--- src/common/fbh_defs.svh ---
// Constants for the fieldbus request header handler: bit positions, limits, codes.
// Assumes inclusion by bare name from package and design files alike.
`ifndef FBH_DEFS_SVH
`define FBH_DEFS_SVH
`define FBH_EXT_BIT 3'h7
`define FBH_REQ_DONE_BIT 3'h6
`define FBH_RESP_READ_BIT 3'h5
`define FBH_RES_HI_BIT 3'h4
`define FBH_RES_LO_BIT 3'h3
`define FBH_BROADCAST_ADDR 7'h7f
`define FBH_MAX_LEN_EXP 8'hf4
`define FBH_MAX_LEN_STD 8'hf6
`define FBH_L4_LEN_NONE 6'h00
`define FBH_L4_LEN_FIXED 6'h02
`define FBH_L4_LEN_MAX 6'h20
`define FBH_L4_SEL_NONE 2'h0
`define FBH_L4_SEL_FIXED 2'h1
`define FBH_L4_SEL_ONE 2'h2
`define FBH_L4_SEL_TWO 2'h3
`define FBH_DEFAULT_SAP 8'hff
`define FBH_FC_SDA_LO 4'h3
`define FBH_FC_SDN_LO 4'h4
`define FBH_FC_SDA_HI 4'h5
`define FBH_FC_SDN_HI 4'h6
`define FBH_FC_STATUS 4'h9
`define FBH_FC_SRD_LO 4'hc
`define FBH_FC_SRD_HI 4'hd
`define FBH_FC_TOP_PLAIN 2'h0
`define FBH_FC_TOP_LOCAL_ONLY 2'h3
`define FBH_WRITE_CONSISTENCY_BIT_BIT 3'h5
`define FBH_RX_COUNT_BIT 3'h5
`define FBH_RX_COUNT_VALID_BIT 3'h4
`define FBH_SEG_SHIFT 4
`define FBH_LIN_ADDR_W 20
`define FBH_FIFO_DEPTH 8
`endif

--- src/common/fbh_pkg.sv ---
// Types shared by the header handler, its FIFO carrier and the bench.
// Assumes fbh_defs.svh is on the include path.
`default_nettype none
`include "fbh_defs.svh"
package fbh_pkg;
  typedef struct packed {
    logic [`FBH_LIN_ADDR_W-1:0] buf_addr;
    logic [7:0] data_len;
    logic [7:0] dest_addr;
    logic [7:0] src_addr;
    logic [7:0] func_code;
    logic [7:0] dest_sap;
    logic [7:0] src_sap;
    logic [5:0] l4_len;
    logic broadcast;
  } tx_header_t;
  typedef enum logic [1:0] {st_idle, st_check, st_push} state_t;
  localparam int TX_HEADER_W = $bits(tx_header_t);
endpackage
`default_nettype wire

--- src/common/hdr_stream_if.sv ---
// Valid/ready word stream between the header handler and its FIFO.
// Assumes one clock for both ends.
`default_nettype none
interface hdr_stream_if #(parameter int WIDTH = 8);
  logic valid;
  logic ready;
  logic [WIDTH-1:0] data;
  modport src (output valid, output data, input ready);
  modport snk (input valid, input data, output ready);
endinterface
`default_nettype wire

--- src/verilog/fbh_fifo.sv ---
// Synchronous FIFO with valid/ready on both sides, freezable by a clock enable.
// Assumes one clock; depth must be a power of two.
`default_nettype none
`include "fbh_defs.svh"
module fbh_fifo #(
  parameter int WIDTH = 8,
  parameter int DEPTH = `FBH_FIFO_DEPTH
) (
  input wire logic i_clock,
  input wire logic i_rst_b,
  input wire logic i_clk_en,
  hdr_stream_if.snk in_port,
  hdr_stream_if.src out_port
);
  localparam int AW = (DEPTH > 1) ? $clog2(DEPTH) : 1;
  generate
    if (DEPTH < 2 || (DEPTH & (DEPTH - 1)) != 0 || WIDTH < 1) begin : g_bad
      $error("fbh_fifo: DEPTH must be a power of two of at least 2");
    end
  endgenerate
  logic [WIDTH-1:0] mem_q [DEPTH];
  logic [AW-1:0] wr_q;
  logic [AW-1:0] rd_q;
  logic [AW:0] count_q;
  logic push;
  logic pop;
  assign in_port.ready = (count_q != (AW+1)'(DEPTH));
  assign out_port.valid = (count_q != '0);
  assign out_port.data = mem_q[rd_q];
  assign push = in_port.valid && in_port.ready;
  assign pop = out_port.valid && out_port.ready;
  // Storage needs no reset; the count alone says what is valid
  always_ff @(posedge i_clock) begin
    if (i_clk_en && push) begin
      mem_q[wr_q] <= in_port.data;
    end
  end
  always_ff @(posedge i_clock or negedge i_rst_b) begin
    if (!i_rst_b) begin
      wr_q <= '0;
      rd_q <= '0;
      count_q <= '0;
    end else if (i_clk_en) begin
      if (push) wr_q <= wr_q + 1'b1;
      if (pop) rd_q <= rd_q + 1'b1;
      if (push && !pop) count_q <= count_q + 1'b1;
      else if (pop && !push) count_q <= count_q - 1'b1;
    end
  end
endmodule
`default_nettype wire

--- src/verilog/fbh_request_header.sv ---
// Fieldbus request header handler: checks host request headers, builds the
// outgoing frame header into a FIFO, and fills indication block bytes.
// Assumes one clock, host fields steady while i_req_valid is high.
//
// Operation
// - Net data length at most 244 with access-point expansion, else 246.
// - Remote addresses 0..126 are stations; 127 is broadcast or multicast.
// - Indication remote address byte gets received source field as received.
// - Local address comes from the own station address, not the host.
// - Local address byte: bit7 extension, bit6 processed, bit5 response pointer read.
// - Indication local address byte gets received destination field as received.
// - Send data codes 00xy0011, 00xy0100, 00xy0101, 00xy0110.
// - Status request 00xy1001; send and request 00xy1100 low, 00xy1101 high.
// - Local only request never goes onto the line; it forces token pass.
// - Indication function code stores received code without frame count bits.
// - User write consistency bit in function code byte is kept.
// - Remote access point used only when remote extension bit set.
// - Indication remote access point gets source point, or FF for default.
// - Local access point used only when local extension bit set.
// - Indication local access point gets destination point, or FF for default.
// - Layer-4 length fixed 2 or two configured lengths of at most 32.
// - Layer-4 length chosen per request and per indication by own selector.
// - Selector 00 none, 01 two bytes, 10 length one, 11 length two.
`default_nettype none
`include "fbh_defs.svh"
module fbh_request_header #(
  parameter int FIFO_DEPTH = `FBH_FIFO_DEPTH
) (
  input wire logic i_clock,
  input wire logic i_rst_b,
  input wire logic i_clk_en,
  input wire logic i_address_format_select,
  input wire logic [6:0] i_own_station_address_reg,
  input wire logic [5:0] i_l4_length_one,
  input wire logic [5:0] i_l4_length_two,
  input wire logic i_req_valid,
  output logic o_req_ready,
  input wire logic [31:0] i_request_buffer_pointer,
  input wire logic [7:0] i_req_data_length,
  input wire logic [7:0] i_rem_addr,
  input wire logic [7:0] i_loc_addr,
  input wire logic [7:0] i_func_code,
  input wire logic [7:0] i_rem_sap,
  input wire logic [7:0] i_loc_sap,
  input wire logic [1:0] i_l4_header_length_select,
  input wire logic i_resp_ptr_read,
  output logic [7:0] o_loc_addr_wb,
  output logic o_loc_addr_wb_valid,
  output logic o_local_only,
  output logic o_req_error,
  output logic o_err_length,
  output logic o_err_reserved,
  output logic o_err_func,
  output logic o_err_l4_cfg,
  output logic o_tx_valid,
  input wire logic i_tx_ready,
  output fbh_pkg::tx_header_t o_tx_header,
  input wire logic i_ind_valid,
  input wire logic [7:0] i_rx_src_addr,
  input wire logic [7:0] i_rx_dest_addr,
  input wire logic [7:0] i_rx_func_code,
  input wire logic [7:0] i_rx_src_sap,
  input wire logic [7:0] i_rx_dest_sap,
  input wire logic i_rx_src_default,
  input wire logic i_rx_dest_default,
  input wire logic [7:0] i_ind_fc_byte,
  input wire logic [1:0] i_ind_l4_select,
  output logic o_ind_valid,
  output logic [7:0] o_ind_rem_addr,
  output logic [7:0] o_ind_loc_addr,
  output logic [7:0] o_ind_func_code,
  output logic [7:0] o_ind_rem_sap,
  output logic [7:0] o_ind_loc_sap,
  output logic [5:0] o_ind_l4_len,
  output logic o_ind_l4_err
);
  import fbh_pkg::*;

  generate
    if (FIFO_DEPTH < 2 || (FIFO_DEPTH & (FIFO_DEPTH - 1)) != 0) begin : g_bad
      $error("fbh_request_header: FIFO_DEPTH must be a power of two");
    end
  endgenerate

  state_t state_q;
  logic [31:0] ptr_q;
  logic [7:0] len_q;
  logic [7:0] rem_addr_q;
  logic [7:0] loc_addr_q;
  logic [7:0] fc_q;
  logic [7:0] rem_sap_q;
  logic [7:0] loc_sap_q;
  logic [1:0] l4_sel_q;
  logic accept;
  logic fc_known;
  logic is_local_only;
  logic bad_len;
  logic bad_res;
  logic bad_l4;
  logic any_err;
  logic [5:0] req_l4_len;
  logic req_l4_err;
  logic [5:0] ind_l4_len;
  logic ind_l4_err;
  logic [`FBH_LIN_ADDR_W-1:0] lin_addr;
  tx_header_t hdr_d;
  logic out_load;

  hdr_stream_if #(.WIDTH(TX_HEADER_W)) push_if ();
  hdr_stream_if #(.WIDTH(TX_HEADER_W)) pop_if ();

  fbh_fifo #(
    .WIDTH(TX_HEADER_W),
    .DEPTH(FIFO_DEPTH)
  ) u_fifo (
    .i_clock(i_clock),
    .i_rst_b(i_rst_b),
    .i_clk_en(i_clk_en),
    .in_port(push_if),
    .out_port(pop_if)
  );

  // Layer-4 length decode shared by both directions
  function automatic logic [6:0] l4_decode(input logic [1:0] sel, input logic [5:0] one,
                                           input logic [5:0] two);
    logic [5:0] len;
    len = `FBH_L4_LEN_NONE;
    case (sel)
      `FBH_L4_SEL_NONE: len = `FBH_L4_LEN_NONE;
      `FBH_L4_SEL_FIXED: len = `FBH_L4_LEN_FIXED;
      `FBH_L4_SEL_ONE: len = one;
      `FBH_L4_SEL_TWO: len = two;
      default: len = `FBH_L4_LEN_NONE;
    endcase
    return {(len > `FBH_L4_LEN_MAX), len};
  endfunction

  assign accept = i_req_valid && o_req_ready;
  assign {req_l4_err, req_l4_len} = l4_decode(l4_sel_q, i_l4_length_one, i_l4_length_two);
  assign {ind_l4_err, ind_l4_len} = l4_decode(i_ind_l4_select, i_l4_length_one,
                                              i_l4_length_two);

  // Function code check over the low nibble; x and y bits pass untouched
  always_comb begin
    case (fc_q[3:0])
      `FBH_FC_SDA_LO, `FBH_FC_SDN_LO, `FBH_FC_SDA_HI, `FBH_FC_SDN_HI: fc_known = 1'b1;
      `FBH_FC_STATUS, `FBH_FC_SRD_LO, `FBH_FC_SRD_HI: fc_known = 1'b1;
      default: fc_known = 1'b0;
    endcase
  end

  assign is_local_only = (fc_q[7:6] == `FBH_FC_TOP_LOCAL_ONLY);
  // Either extension means an expanded access point and two fewer data bytes
  assign bad_len = (rem_addr_q[`FBH_EXT_BIT] || loc_addr_q[`FBH_EXT_BIT]) ?
                   (len_q > `FBH_MAX_LEN_EXP) : (len_q > `FBH_MAX_LEN_STD);
  assign bad_res = loc_addr_q[`FBH_RES_HI_BIT] || loc_addr_q[`FBH_RES_LO_BIT];
  assign bad_l4 = req_l4_err;
  assign any_err = bad_len || bad_res || bad_l4 || (fc_q[7:6] != `FBH_FC_TOP_PLAIN) || !fc_known;

  // Segment:offset gives a 20-bit linear address; a carry past bit 19 wraps
  assign lin_addr = i_address_format_select ?
    (`FBH_LIN_ADDR_W)'({ptr_q[31:16], 4'h0} + {4'h0, ptr_q[15:0]}) :
    ptr_q[`FBH_LIN_ADDR_W-1:0];

  always_comb begin
    hdr_d.buf_addr = lin_addr;
    hdr_d.data_len = len_q;
    hdr_d.dest_addr = rem_addr_q;
    hdr_d.src_addr = {loc_addr_q[`FBH_EXT_BIT], i_own_station_address_reg};
    hdr_d.func_code = fc_q;
    hdr_d.dest_sap = rem_addr_q[`FBH_EXT_BIT] ? rem_sap_q : 8'h00;
    hdr_d.src_sap = loc_addr_q[`FBH_EXT_BIT] ? loc_sap_q : 8'h00;
    hdr_d.l4_len = req_l4_len;
    hdr_d.broadcast = (rem_addr_q[6:0] == `FBH_BROADCAST_ADDR);
  end

  assign push_if.valid = (state_q == st_push);
  assign push_if.data = hdr_d;
  // Output stage takes a word when empty or being drained
  assign out_load = !o_tx_valid || i_tx_ready;
  assign pop_if.ready = out_load && i_clk_en;

  // Request header capture
  always_ff @(posedge i_clock or negedge i_rst_b) begin
    if (!i_rst_b) begin
      ptr_q <= 32'h0;
      len_q <= 8'h00;
      rem_addr_q <= 8'h00;
      loc_addr_q <= 8'h00;
      fc_q <= 8'h00;
      rem_sap_q <= 8'h00;
      loc_sap_q <= 8'h00;
      l4_sel_q <= `FBH_L4_SEL_NONE;
    end else if (i_clk_en && accept) begin
      ptr_q <= i_request_buffer_pointer;
      len_q <= i_req_data_length;
      rem_addr_q <= i_rem_addr;
      loc_addr_q <= i_loc_addr;
      fc_q <= i_func_code;
      rem_sap_q <= i_rem_sap;
      loc_sap_q <= i_loc_sap;
      l4_sel_q <= i_l4_header_length_select;
    end
  end

  // Sequencer: one request in flight; a full FIFO holds the host off
  always_ff @(posedge i_clock or negedge i_rst_b) begin
    if (!i_rst_b) begin
      state_q <= st_idle;
      o_req_ready <= 1'b1;
    end else if (i_clk_en) begin
      case (state_q)
        st_idle: begin
          if (accept) begin
            state_q <= st_check;
            o_req_ready <= 1'b0;
          end
        end
        st_check: begin
          if (is_local_only || any_err) begin
            state_q <= st_idle;
            o_req_ready <= 1'b1;
          end else begin
            state_q <= st_push;
          end
        end
        st_push: begin
          if (push_if.ready) begin
            state_q <= st_idle;
            o_req_ready <= 1'b1;
          end
        end
        default: begin
          state_q <= st_idle;
          o_req_ready <= 1'b1;
        end
      endcase
    end
  end

  // Check results, one-cycle pulses; error flags hold until the next check
  always_ff @(posedge i_clock or negedge i_rst_b) begin
    if (!i_rst_b) begin
      o_local_only <= 1'b0;
      o_req_error <= 1'b0;
      o_err_length <= 1'b0;
      o_err_reserved <= 1'b0;
      o_err_func <= 1'b0;
      o_err_l4_cfg <= 1'b0;
    end else if (i_clk_en) begin
      o_local_only <= (state_q == st_check) && is_local_only;
      o_req_error <= (state_q == st_check) && !is_local_only && any_err;
      if (state_q == st_check) begin
        o_err_length <= bad_len && !is_local_only;
        o_err_reserved <= bad_res && !is_local_only;
        o_err_func <= !is_local_only && ((fc_q[7:6] != `FBH_FC_TOP_PLAIN) || !fc_known);
        o_err_l4_cfg <= bad_l4 && !is_local_only;
      end
    end
  end

  // Local address write-back: processed mark on send, response-read mark later
  always_ff @(posedge i_clock or negedge i_rst_b) begin
    if (!i_rst_b) begin
      o_loc_addr_wb <= 8'h00;
      o_loc_addr_wb_valid <= 1'b0;
    end else if (i_clk_en) begin
      o_loc_addr_wb_valid <= 1'b0;
      if (state_q == st_push && push_if.ready) begin
        o_loc_addr_wb <= loc_addr_q;
        o_loc_addr_wb[`FBH_REQ_DONE_BIT] <= 1'b1;
        o_loc_addr_wb[`FBH_RESP_READ_BIT] <= 1'b0;
        o_loc_addr_wb_valid <= 1'b1;
      end else if (i_resp_ptr_read) begin
        o_loc_addr_wb[`FBH_RESP_READ_BIT] <= 1'b1;
        o_loc_addr_wb_valid <= 1'b1;
      end
    end
  end

  // Output stage keeps the top-level header outputs registered
  always_ff @(posedge i_clock or negedge i_rst_b) begin
    if (!i_rst_b) begin
      o_tx_valid <= 1'b0;
      o_tx_header <= '0;
    end else if (i_clk_en && out_load) begin
      o_tx_valid <= pop_if.valid;
      if (pop_if.valid) o_tx_header <= tx_header_t'(pop_if.data);
    end
  end

  // Indication block bytes
  always_ff @(posedge i_clock or negedge i_rst_b) begin
    if (!i_rst_b) begin
      o_ind_valid <= 1'b0;
      o_ind_rem_addr <= 8'h00;
      o_ind_loc_addr <= 8'h00;
      o_ind_func_code <= 8'h00;
      o_ind_rem_sap <= 8'h00;
      o_ind_loc_sap <= 8'h00;
      o_ind_l4_len <= `FBH_L4_LEN_NONE;
      o_ind_l4_err <= 1'b0;
    end else if (i_clk_en) begin
      o_ind_valid <= i_ind_valid;
      if (i_ind_valid) begin
        o_ind_rem_addr <= i_rx_src_addr;
        o_ind_loc_addr <= i_rx_dest_addr;
        o_ind_func_code <= i_rx_func_code;
        o_ind_func_code[`FBH_RX_COUNT_BIT] <= i_ind_fc_byte[`FBH_WRITE_CONSISTENCY_BIT_BIT];
        o_ind_func_code[`FBH_RX_COUNT_VALID_BIT] <= 1'b0;
        o_ind_rem_sap <= i_rx_src_default ? `FBH_DEFAULT_SAP : i_rx_src_sap;
        o_ind_loc_sap <= i_rx_dest_default ? `FBH_DEFAULT_SAP : i_rx_dest_sap;
        o_ind_l4_len <= ind_l4_len;
        o_ind_l4_err <= ind_l4_err;
      end
    end
  end
endmodule
`default_nettype wire

--- config.mk ---
export PLATFORM = sky130hd
export DESIGN_NAME = fbh_request_header
export DESIGN_NICKNAME = d
export VERILOG_FILES = /design/src/common/fbh_pkg.sv /design/src/common/hdr_stream_if.sv /design/src/verilog/fbh_fifo.sv /design/src/verilog/fbh_request_header.sv
export VERILOG_INCLUDE_DIRS = /design/src /design/src/common
export SDC_FILE = /design/constraint.sdc
export NUM_CORES = 1
export LEC_CHECK = 0
export ABC_AREA = 1
export BUFFER_PORTS_ARGS = -buffer_cell sky130_fd_sc_hd__buf_2
export CORE_MARGIN = 2
export CORE_UTILIZATION = 30
export CTS_BUF_LIST = sky130_fd_sc_hd__clkbuf_4 sky130_fd_sc_hd__clkbuf_8 sky130_fd_sc_hd__clkbuf_16
export DETAILED_ROUTE_END_ITERATION = 6
export SYNTH_ARGS = -nofsm -noshare
export SYNTH_HDL_FRONTEND = slang
export SYNTH_HIERARCHICAL = 1
export SYNTH_SLANG_ARGS = --single-unit
--- constraint.sdc ---
create_clock -name i_clock -period 8.3 [get_ports i_clock]
set_input_delay 1.66 -clock i_clock [delete_from_list [all_inputs] [get_ports i_clock]]
set_output_delay 1.66 -clock i_clock [all_outputs]
set_load 0.01 [all_outputs]
==> results.cfg <==
[global_routing]
grt_overflow = 0
grt_max_degree = 143
grt_pass1_wl_um = 135000
antenna_found_initial = 14
grt_use_total_pct = 15.1
grt_pass1_vias = 22400

[worst_setup_path]
path_max_fanout = 34
cpMaxStageDelayCell = buf_4
end_kind = flop
crit_top_cell = buf_4
cp-start-kind = input pin
worstPathArrival_ps = 4340
worst-setup-path-type = input pin to flop
required_ps = 8580
max_stage_delay_ps = 620
crit_chain = buf_2, nand4_1, nor2_4, buf_4, buf_4

[clock_tree]
cts-root-buf = clkbuf_16
postCtsSetupRepairBufs = 0
holdBufCountCts = 0
cts.clk_slew.worst_paths_ps = 60
cts_inserted_buffers = 92
cts_resized = 0
cts_tree = done
clock_latency_ps = 650
htreeDepth = 3
clock-sinks = 831
cts_buffer_depth = 3

[layout]
layout.cells.non_filler = 4961
final_common_cell = nand2_1
fin_nets = 3560
n_fill_cell = 11100
final_cell_mix = nand2_1 (1,287), edfxtp_1 (600), buf_2 (287)
syn_to_final_growth_pct = 17.8
drive_above_1_share_pct = 16.8

[floorplanning]
fp.dieArea_um2 = 117000
ios = 301
die_w_um = 341
die_y_um = 341
start_util_pct = 30.3
row_count = 123
core_area_um2 = 113000

[synth]
ys_ff_latch = 831
yosysWarnings = 6
yosysUniqueCellTypes = 39
syn_nets = 3306
synth_top_cell_by_area = edfxtp_1
syn_inst = 3126
synth_area_leaders = edfxtp_1 (53%), dfrtp_1 (17%), nand2_1 (14%)
netlist.area_leader.share_pct = 52.7
post_synth.cell_area_avg_um2 = 10.9
syn-cell-area_um2 = 34200
ys_seq_area_share_pct = 69.7

[timing]
tns_ps = 0
fin_crit_ps = 4060
fin_crit_sh_pct = 49.0
max_freq_mhz = 246
drv_slew = 0
rsz0062_at_grt = no
setup_viol = 0
clock_skew_ps = 20.2
hold_viol = 0
worst_pin_slew_ps = 1230
max_slew_margin_pct = 17.3

[place]
place_congestion = 0.780
io_buffers = 288
post-dp-hpwl_um = 49700
dp_cells = 4786

[hold_path]
min_path_type = flop to flop

[pwr]
seqPwrFrac_pct = 41.8
p_per_area_nw_per_um2 = 366
p_int_uw = 9550
power_uw = 14700
clkPwrFrac_pct = 28.4
ir_drop_mv = 0.186
power.switching_uw = 5180
power_leakage_uw = 0.0167
switching_share_pct = 35.2
power_frac_comb_pct = 29.8

[drt]
num_vias = 22700
drt_iter0_drc = 1455
drtPass1Iterations = 5
wirelength_um = 88100
drc = 0
via_per_inst = 4.58
post_drt_wl_per_cell_um = 17.8
postRouteAntennaNets = 0

[flow_run]
cap_violations = 0

[status]
status = finished, final reports clean
[path summary, 6_finish.rpt]
path | start | to | slack (ps) | cells after the start
worst min register to register | o_loc_addr_wb[6] | o_loc_addr_wb[6] | 480 | 1
min in group asynchronous | i_rst_b | o_loc_addr_wb[4] | 930 | 1
worst max-delay path | i_clk_en | u_fifo/mem_q[6][48] | 4240 | 5
worst min-delay path | o_loc_addr_wb[6] | o_loc_addr_wb[6] | 480 | 1
worst max register to register | u_fifo/rd_q[0] | o_tx_header[74] | 4690 | 9
max in group asynchronous | i_rst_b | u_fifo/rd_q[2] | 6040 | 2
[critical path, delay by kind of cell]
kind	cells	cell delay, ps
buffers and inverters	3	1550
AND/OR/NAND/NOR	2	1090
[per-stage QoR]
stage	hold slack (ps)	utilization, %	setup slack [ps]	area (um^2)
floorplan	449	-	479	34200
global placement	449	32.9	3520	37100
detailed placement	450	32.9	3490	37100
CTS	474	35.7	4200	40200
global route	491	35.7	4070	40200
finish	476	35.7	4240	40200
[logic make-up after synthesis]
kind of cell,synth area share [%]
buffers and inverters,3.12
adders and majority gates,0.740
other,0.0110
DFF,69.7
AOI/OAI and AO/OA,5.82
xor gates and xnor gates,0.205
and+or+nand+nor,17.5
muxes,2.90
[power by group through the flow]
stage | logic (uW) | registers, uW | clock network, uW
3_5_place_dp | 4460 | 6250 | 0
2_1_floorplan | 2980 | 6140 | 0
6_report | 4390 | 6160 | 4180
4_1_cts | 4480 | 6170 | 4290
5_1_grt | 4990 | 6260 | 4460
3_3_place_gp | 4390 | 6220 | 0
[flip-flops by register name (all words and copies together), names as in the netlist, 2 cells and up]
name             flops
o_tx_header         75
o_ind_loc_addr       8
loc_addr_q           6
loc_sap_q            8
u_fifo/rd_q          3
o_ind_loc_sap        8
l4_sel_q             2
fc_q                 8
rem_addr_q           8
o_ind_func_code      7
u_fifo/count_q       4
o_ind_rem_addr       8
rem_sap_q            8
len_q                8
o_loc_addr_wb        8
state_q              2
u_fifo/mem_q       600
o_ind_rem_sap        8
ptr_q               32
u_fifo/wr_q          3
o_ind_l4_len         6
[final cells by class]
cell class	instances	area (um^2)	share of cell area [%]
Inverter	74	293	0.728
Multi-Input combinational cell	2059	9370	23.3
Clock buffer	117	2560	6.37
Sequential cell	831	23800	59.2
Timing Repair Buffer	322	1710	4.24
Antenna cell	2	5.00	0.0124
Tap cell	1500	1880	4.67
Clock inverter	56	599	1.49
[layer usage]
layer  vias to the layer above  GRT usage (%)  wire length, um
met1                     11000           19.8            38500
met2                       623           24.8            41700
met4                        18           4.22             1750
met5                         -              0              110
li1                      11000              -                -
met3                       123           3.50             6100
[synthesized netlist by cell type]
library cell,n
a21boi_0,1
nor3_1,5
a21oi_1,18
o21ai_1,147
nand4_1,10
inv_1,68
mux2_4,39
dfrtp_1,230
inv_2,4
o21ai_0,218
o22ai_1,1
nand2_1,1288
nand2_2,1
clkbuf_1,78
nor2_1,205
buf_2,39
o31ai_1,1
nand3b_1,4
and2_1,1
a21o_1,1
xnor2_1,6
ha_1,17
buf_4,19
buf_6,8
fa_1,2
o31a_1,1
a21oi_4,1
edfxtp_1,600
mux2_2,36
or2_2,2
xor2_1,2
clkinv_1,1
conb_1,1
buf_1,18
nand3_1,47
dfstp_2,1
clkinv_2,1
a31oi_1,3
nor4_1,1
No activity file was read; power rests on OpenSTA's default activity.
